<file path="config.mk">
export PLATFORM = sky130hd
export DESIGN_NAME = flash_program_erase_protection
export DESIGN_NICKNAME = d
export VERILOG_FILES = /design/src/rtl/flash_prot_pkg.sv /design/src/rtl/flash_program_erase_protection.sv
export SDC_FILE = /design/constraint.sdc
export NUM_CORES = 1
export LEC_CHECK = 0
export BUFFER_PORTS_ARGS = -buffer_cell sky130_fd_sc_hd__clkbuf_2
export CAP_MARGIN = 20
export CORE_ASPECT_RATIO = 0.6
export CORE_MARGIN = 2
export CORE_UTILIZATION = 35
export CTS_CLUSTER_DIAMETER = 120
export DETAILED_ROUTE_END_ITERATION = 12
export HOLD_SLACK_MARGIN = 0.05
export MAX_ROUTING_LAYER = met4
export SLEW_MARGIN = 20
export SYNTH_ARGS = -nofsm -noshare
export SYNTH_HDL_FRONTEND = slang
export SYNTH_SLANG_ARGS = --single-unit
</file>
<file path="constraint.sdc">
create_clock -name CLK_SYS_IN -period 2.5 [get_ports CLK_SYS_IN]
set_input_delay 0.375 -clock CLK_SYS_IN [delete_from_list [all_inputs] [get_ports CLK_SYS_IN]]
set_output_delay 0.375 -clock CLK_SYS_IN [all_outputs]
set_load 0.1 [all_outputs]
</file>
<file path="src/rtl/flash_prot_pkg.sv">
// Contract
// Protect pin low clears control, block select
// Any reset or standby clears, protects all
// Unlock bit zero protects every block
// Erase allowed only for selected blocks
// Overlay select set protects all blocks
// Software protection blocks program/erase entry
// Error sets flag, enters error protection
// Error keeps registers, aborts active mode
// Error blocks re-entry to program/erase
// Verify bits still settable during error
// Array read while active sets error
// Non-reset exception while active sets error
// Sleep while active sets error
// Bus release while active sets error
// Only power-on or hardware standby clear error
// Mode enabled only when all permissions hold
package flash_prot_pkg;
    // Byte addresses of the register words
    localparam logic [7:0] CTRL1_OFF = 8'h00;
    localparam logic [7:0] CTRL2_OFF = 8'h04;
    localparam logic [7:0] EBSEL_OFF = 8'h08;
    localparam logic [7:0] OVL_OFF = 8'h0c;
    localparam logic [7:0] STAT_OFF = 8'h10;
    localparam logic [7:0] IMASK_OFF = 8'h14;
    // Control register 1 bit positions
    localparam int UNLOCK_BIT = 6;
    localparam int ESU_BIT = 5;
    localparam int PSU_BIT = 4;
    localparam int EV_BIT = 3;
    localparam int PV_BIT = 2;
    localparam int E_BIT = 1;
    localparam int P_BIT = 0;
    // Reset values
    localparam logic [7:0] CTRL1_RST = 8'h00;
    localparam logic [7:0] EBSEL_RST = 8'h00;
    localparam logic [2:0] STAT_RST = 3'h0;
    // Status bit positions
    localparam int ST_ERR = 0;
    localparam int ST_PENT = 1;
    localparam int ST_EENT = 2;
    // Error cause inputs travel together
    typedef struct packed {
        logic array_read;
        logic exception;
        logic sleep;
        logic bus_release;
    } err_evt_t;
    // Operating state
    typedef enum logic [3:0] {
        ST_IDLE = 4'b0001,
        ST_PROG = 4'b0010,
        ST_ERASE = 4'b0100,
        ST_ERRP = 4'b1000
    } mode_t;
endpackage

</file>
<file path="src/rtl/flash_program_erase_protection.sv">
// The implementer's own choices: the APB interface to the registers and the register offsets.
`timescale 1ns/1ps
module flash_program_erase_protection (
    // Clock and reset
    input wire logic CLK_SYS_IN,
    input wire logic RESETN_IN,
    // Reset and standby causes
    input wire logic POWER_ON_RESET_IN,
    input wire logic OTHER_RESET_IN,
    input wire logic SOFT_STANDBY_IN,
    input wire logic HW_STANDBY_IN,
    input wire logic FLASH_WRITE_PROTECT_PIN_N_IN,
    // Error causes from the core
    input wire flash_prot_pkg::err_evt_t ERR_EVT_IN,
    // APB slave
    input wire logic PSEL_IN,
    input wire logic PENABLE_IN,
    input wire logic PWRITE_IN,
    input wire logic [7:0] PADDR_IN,
    input wire logic [31:0] PWDATA_IN,
    output logic [31:0] PRDATA_OUT,
    output logic PREADY_OUT,
    output logic PSLVERR_OUT,
    // Flash array controls
    output logic PROGRAM_MODE_OUT,
    output logic ERASE_MODE_OUT,
    output logic PROG_VERIFY_OUT,
    output logic ERASE_VERIFY_OUT,
    output logic [7:0] ERASE_BLOCKS_OUT,
    output logic IRQ_OUT
);
    import flash_prot_pkg::*;

    // Registers
    logic [7:0] flash_control_reg1_r;
    logic [7:0] erase_block_select_reg1_r;
    logic ram_overlay_select_r;
    logic flash_error_flag_r;
    logic [2:0] stat_r;
    logic [2:0] mask_r;
    logic [31:0] rdata_r;
    mode_t state_r, state_nxt;

    // Bus decode
    wire access = PSEL_IN & PENABLE_IN;
    wire wr = access & PWRITE_IN;
    wire rd = access & ~PWRITE_IN;
    wire hit_c1 = PADDR_IN == CTRL1_OFF;
    wire hit_c2 = PADDR_IN == CTRL2_OFF;
    wire hit_eb = PADDR_IN == EBSEL_OFF;
    wire hit_ov = PADDR_IN == OVL_OFF;
    wire hit_st = PADDR_IN == STAT_OFF;
    wire hit_mk = PADDR_IN == IMASK_OFF;
    wire mapped = hit_c1 | hit_c2 | hit_eb | hit_ov | hit_st | hit_mk;

    // Clears: protect pin, any reset, any standby
    wire init_regs = ~FLASH_WRITE_PROTECT_PIN_N_IN | POWER_ON_RESET_IN | OTHER_RESET_IN |
                     SOFT_STANDBY_IN | HW_STANDBY_IN; // see R1
    // Only power-on reset or hardware standby clears the error
    wire err_clear = POWER_ON_RESET_IN | HW_STANDBY_IN;
    wire active = state_r == ST_PROG || state_r == ST_ERASE;
    // Any illegal event while programming or erasing
    wire err_evt = active & ~err_clear & (ERR_EVT_IN.array_read | ERR_EVT_IN.exception |
                   ERR_EVT_IN.sleep | ERR_EVT_IN.bus_release); // see R11 see R12 see R13

    // Software protection terms
    wire unlock = flash_control_reg1_r[UNLOCK_BIT];
    wire sw_ok = unlock & ~ram_overlay_select_r & ~init_regs; // see R5
    // Erase needs a nonzero selection; program ignores it
    wire blk_ok = |erase_block_select_reg1_r;
    wire prog_ok = sw_ok & ~flash_error_flag_r & flash_control_reg1_r[P_BIT];
    wire erase_ok = sw_ok & ~flash_error_flag_r & blk_ok & flash_control_reg1_r[E_BIT]; // see R16

    // Next mode
    always_comb begin
        state_nxt = state_r;
        case (state_r)
            ST_IDLE: begin
                if (prog_ok) begin
                    state_nxt = ST_PROG;
                end else if (erase_ok) begin
                    state_nxt = ST_ERASE;
                end
            end
            ST_PROG: begin
                if (err_evt) begin
                    state_nxt = ST_ERRP; // see R7
                end else if (!prog_ok) begin
                    state_nxt = ST_IDLE;
                end
            end
            ST_ERASE: begin
                if (err_evt) begin
                    state_nxt = ST_ERRP; // see R7
                end else if (!erase_ok) begin
                    state_nxt = ST_IDLE;
                end
            end
            ST_ERRP: begin
                // Stays until the error flag is cleared
                if (err_clear) begin
                    state_nxt = ST_IDLE;
                end
            end
            default: begin
                state_nxt = ST_IDLE;
            end
        endcase
    end

    // Control registers; error keeps contents
    always_ff @(posedge CLK_SYS_IN or negedge RESETN_IN) begin
        if (!RESETN_IN) begin
            flash_control_reg1_r <= CTRL1_RST;
            erase_block_select_reg1_r <= EBSEL_RST;
            ram_overlay_select_r <= 1'b0;
            mask_r <= STAT_RST;
        end else if (init_regs) begin
            flash_control_reg1_r <= CTRL1_RST; // see R1
            erase_block_select_reg1_r <= EBSEL_RST;
        end else if (wr) begin
            // Verify bits stay writable in error protection
            if (hit_c1) begin
                flash_control_reg1_r <= PWDATA_IN[7:0];
            end
            if (hit_eb) begin
                erase_block_select_reg1_r <= PWDATA_IN[7:0];
            end
            if (hit_ov) begin
                ram_overlay_select_r <= PWDATA_IN[0];
            end
            if (hit_mk) begin
                mask_r <= PWDATA_IN[2:0];
            end
        end
    end

    // Error flag and mode state; software cannot clear the flag
    always_ff @(posedge CLK_SYS_IN or negedge RESETN_IN) begin
        if (!RESETN_IN) begin
            flash_error_flag_r <= 1'b0;
            state_r <= ST_IDLE;
        end else begin
            flash_error_flag_r <= err_evt | (flash_error_flag_r & ~err_clear); // see R7
            state_r <= state_nxt;
        end
    end

    // Sticky status: set wins over read clear
    wire [2:0] stat_set = {state_nxt == ST_ERASE && state_r != ST_ERASE,
                           state_nxt == ST_PROG && state_r != ST_PROG, err_evt};
    always_ff @(posedge CLK_SYS_IN or negedge RESETN_IN) begin
        if (!RESETN_IN) begin
            stat_r <= STAT_RST;
        end else begin
            // Clear only the bits the reader was shown; an event after the setup capture stays
            stat_r <= stat_set | (stat_r & ~(rdata_r[2:0] & {3{rd & hit_st}}));
        end
    end

    // Read data mux
    wire [31:0] rmux = hit_c1 ? {24'h0, flash_control_reg1_r} :
                       hit_c2 ? {31'h0, flash_error_flag_r} :
                       hit_eb ? {24'h0, erase_block_select_reg1_r} :
                       hit_ov ? {31'h0, ram_overlay_select_r} :
                       hit_st ? {29'h0, stat_r} :
                       hit_mk ? {29'h0, mask_r} : 32'h0;
    always_ff @(posedge CLK_SYS_IN or negedge RESETN_IN) begin
        if (!RESETN_IN) begin
            rdata_r <= 32'h0;
        end else if (PSEL_IN & ~PENABLE_IN) begin
            rdata_r <= rmux;
        end
    end

    // Bus answers in the first access cycle
    assign PRDATA_OUT = rdata_r;
    assign PREADY_OUT = 1'b1;
    assign PSLVERR_OUT = access & ~mapped;
    // Mode outputs drop on the clock edge after an error
    assign PROGRAM_MODE_OUT = state_r == ST_PROG;
    assign ERASE_MODE_OUT = state_r == ST_ERASE;
    assign PROG_VERIFY_OUT = flash_control_reg1_r[PV_BIT] & unlock;
    assign ERASE_VERIFY_OUT = flash_control_reg1_r[EV_BIT] & unlock;
    assign ERASE_BLOCKS_OUT = erase_block_select_reg1_r;
    assign IRQ_OUT = |(stat_r & mask_r);
endmodule

</file>
==> metrics.cfg <==
[timing]
worstMarginPinSlew_ns = 0.896
rsz0062_at_grt = no
min_period_ns = 2.15
hold_violations = 0
slew_violations = 0
layout_setup_ws_ns = 0.345
tns_ns = 0
fin_crit_sh = 0.862
fin_skew_ns = 0.00557
fmaxAchievable_ghz = 0.464
max_slew_margin = 0.403
finalSetupViolations = 0

[cts]
ctsResizeCount = 0
clock_latency_ns = 0.30
cts_setup_buffers = 0
postCtsHoldBufs = 0
clock-root-buffer = clkbuf_8
htreeDepth = 2
numClockSinks = 36
clkTransAtPathRegs_ns = 0.07
cts.path.max_buffers = 2
cts_tree = done
cts_buffers = 5

[floorplan]
io_pins = 101
core_area_sq_mm = 0.00565
die_y_um = 63.6
dieArea_sq_mm = 0.00658
initial_core_util = 0.367
fp-row-count = 21
die_w_um = 103

[global_route]
grt_first_pass_wirelength_mm = 7.80
grt.overflow.total = 0
grt_max_degree = 37
grt_pass1_vias = 1448
grt_usage = 0.164
antenna_found_initial = 0

[logic_synthesis]
ys_seq_area_frac = 0.435
syn_avg_cell_area_sq_um = 9.69
yosysMostFrequentCell = dfrtp_1
synth_top_area_frac = 0.422
synth_cell_type_count = 40
ys_warn_count = 0
async_flop_share = 1.00
ys_seq_elements = 36
synth_edf_count = 0
synth_common_cells = 35 x dfrtp_1, 27 x nor2_1, 25 x buf_4
synth_area_sq_mm = 0.00207
synth_cells = 214
yosysTopAreaCell = dfrtp_1
ys_top_cells_by_area = dfrtp_1 42%, mux2i_1 10%, buf_4 9.0%
synthFlopType = dfrtp_1

[critical_path]
end_kind = output pin
start_kind = flop
path_max_fanout = 7
crit_required_ns = 2.12
critical_path_class = flop to output pin
cp.arrival_ns = 1.78

[placed_design]
portBuffers = 51
placed_cell_area_sq_mm = 0.00235
pre_cts_ws_ns = 0.327
hpwlAfterDp_mm = 3.88
routabilityCongestion = 0.809

[pwr]
total_power_mw = 1.34
p_comb_frac = 0.185
switching_share = 0.323
power_frac_seq = 0.437
peakVddDrop_uv = 209
leakage_nw = 1.12
p_sw_mw = 0.435
power_density_mw_per_mm2 = 548
clock_power_share = 0.377
internal_power_mw = 0.910

[cells_and_area]
final_layout_size_suffix_gt1_frac = 0.277
n_antenna_cell = 0
finalInstanceArea_sq_mm = 0.00245
final_util = 0.435
syn2layout_area_growth_pct = 18.3
final_nets = 320

[detailed_routing]
wl_mm = 4.97
detail-route-antenna-nets = 0
drt-vias-per-instance = 4.75
drc = 0
drt_iter0_drc = 58
num_vias = 1647
wl_per_cell_um = 14.3
drt_pass1_iterations = 4

[outcome]
status = complete, no violations

[flow_run]
max-cap-violations = 0

[worst_hold_path]
hold_path.class = input port to asynchronous set/reset pin

## registers in the layout, indices dropped and copies added (netlist names)
register,flops
state_r,4
ram_overlay_select_r,1
flash_control_reg1_r,8
PRDATA_OUT,8
mask_r,3
ERASE_BLOCKS_OUT,8
stat_r,3
flash_error_flag_r,1
## metrics by stage
| stage | hold WS [ns] | instances |
|---|---|---|
| global placement | 0.463 | 339 |
| floorplan | 0.0794 | 237 |
| detailed placement | 0.472 | 339 |
| finish | 0.191 | 347 |
| CTS | 0.232 | 347 |
| global route | 0.273 | 347 |
## routing by layer
| metal | wire (um) | track usage | vias to the layer above |
|---|---|---|---|
| met5 | 0 | - | - |
| met4 | 49 | 0.0395 | 0 |
| met3 | 319 | 0.0411 | 6 |
| met2 | 1830 | 0.184 | 51 |
| met1 | 2770 | 0.276 | 772 |
| li1 | - | - | 818 |
## final timing paths
path	startpoint	endpoint	slack, ns	cells after the start
worst max-delay path	state_r[3]$_DFF_PN0_	PROGRAM_MODE_OUT	0.35	2
worst min-delay path	RESETN_IN	mask_r[2]$_DFFE_PN0P_	0.19	1
worst max register to register	state_r[0]$_DFF_PN1_	state_r[2]$_DFF_PN0_	0.75	4
worst min register to register	PRDATA_OUT[5]$_DFFE_PN0P_	PRDATA_OUT[5]$_DFFE_PN0P_	0.48	2
max in group asynchronous	RESETN_IN	stat_r[2]$_DFF_PN0_	1.74	1
min in group CLK_SYS_IN	PWDATA_IN[4]	ERASE_BLOCKS_OUT[4]$_DFFE_PN0P_	0.34	3
## power by group through the flow
stage / clock, mW / combinational [mW] / sequential, mW
global route: 0.553 / 0.264 / 0.588
floorplan: 0 / 0.234 / 0.599
detailed placement: 0 / 0.250 / 0.599
global placement: 0 / 0.249 / 0.599
finish: 0.507 / 0.249 / 0.588
CTS: 0.512 / 0.250 / 0.588
## layout make-up
type | count | area [sq um]
Timing Repair Buffer | 53 | 270
Tap cell | 80 | 100
Clock inverter | 2 | 35.0
Fill cell | 582 | 3190
Inverter | 3 | 11.3
Multi-Input combinational cell | 167 | 1060
Clock buffer | 6 | 72.6
Sequential cell | 36 | 902
## kinds of logic after synthesis
group	after synthesis	share of synthesized area
AND/OR/NAND/NOR	83	0.221
flip-flops	36	0.435
buffers and inverters	34	0.110
AO/OA/AOI/OAI	33	0.103
multiplexers	25	0.123
other	2	0.00362
XOR/XNOR	1	0.00422
## critical path, stage by stage, from the launching register on
cell	delay, ns
dfrtp_1	0.51
nor4b_4	0.45
clkbuf_2	0.53
## placed cells by master (no fill, tap or decap), types with 3 or more instances in the layout
master / instances
inv_1: 3
clkbuf_8: 5
nand2_1: 17
o21ai_0: 13
conb_1: 25
nor4_1: 4
nand3_1: 6
dfrtp_1: 35
a22oi_1: 9
and2_1: 3
clkbuf_2: 51
nor3_1: 4
mux2_2: 4
nor2_1: 27
mux2i_1: 21
Power figures use the tool's default switching activity.
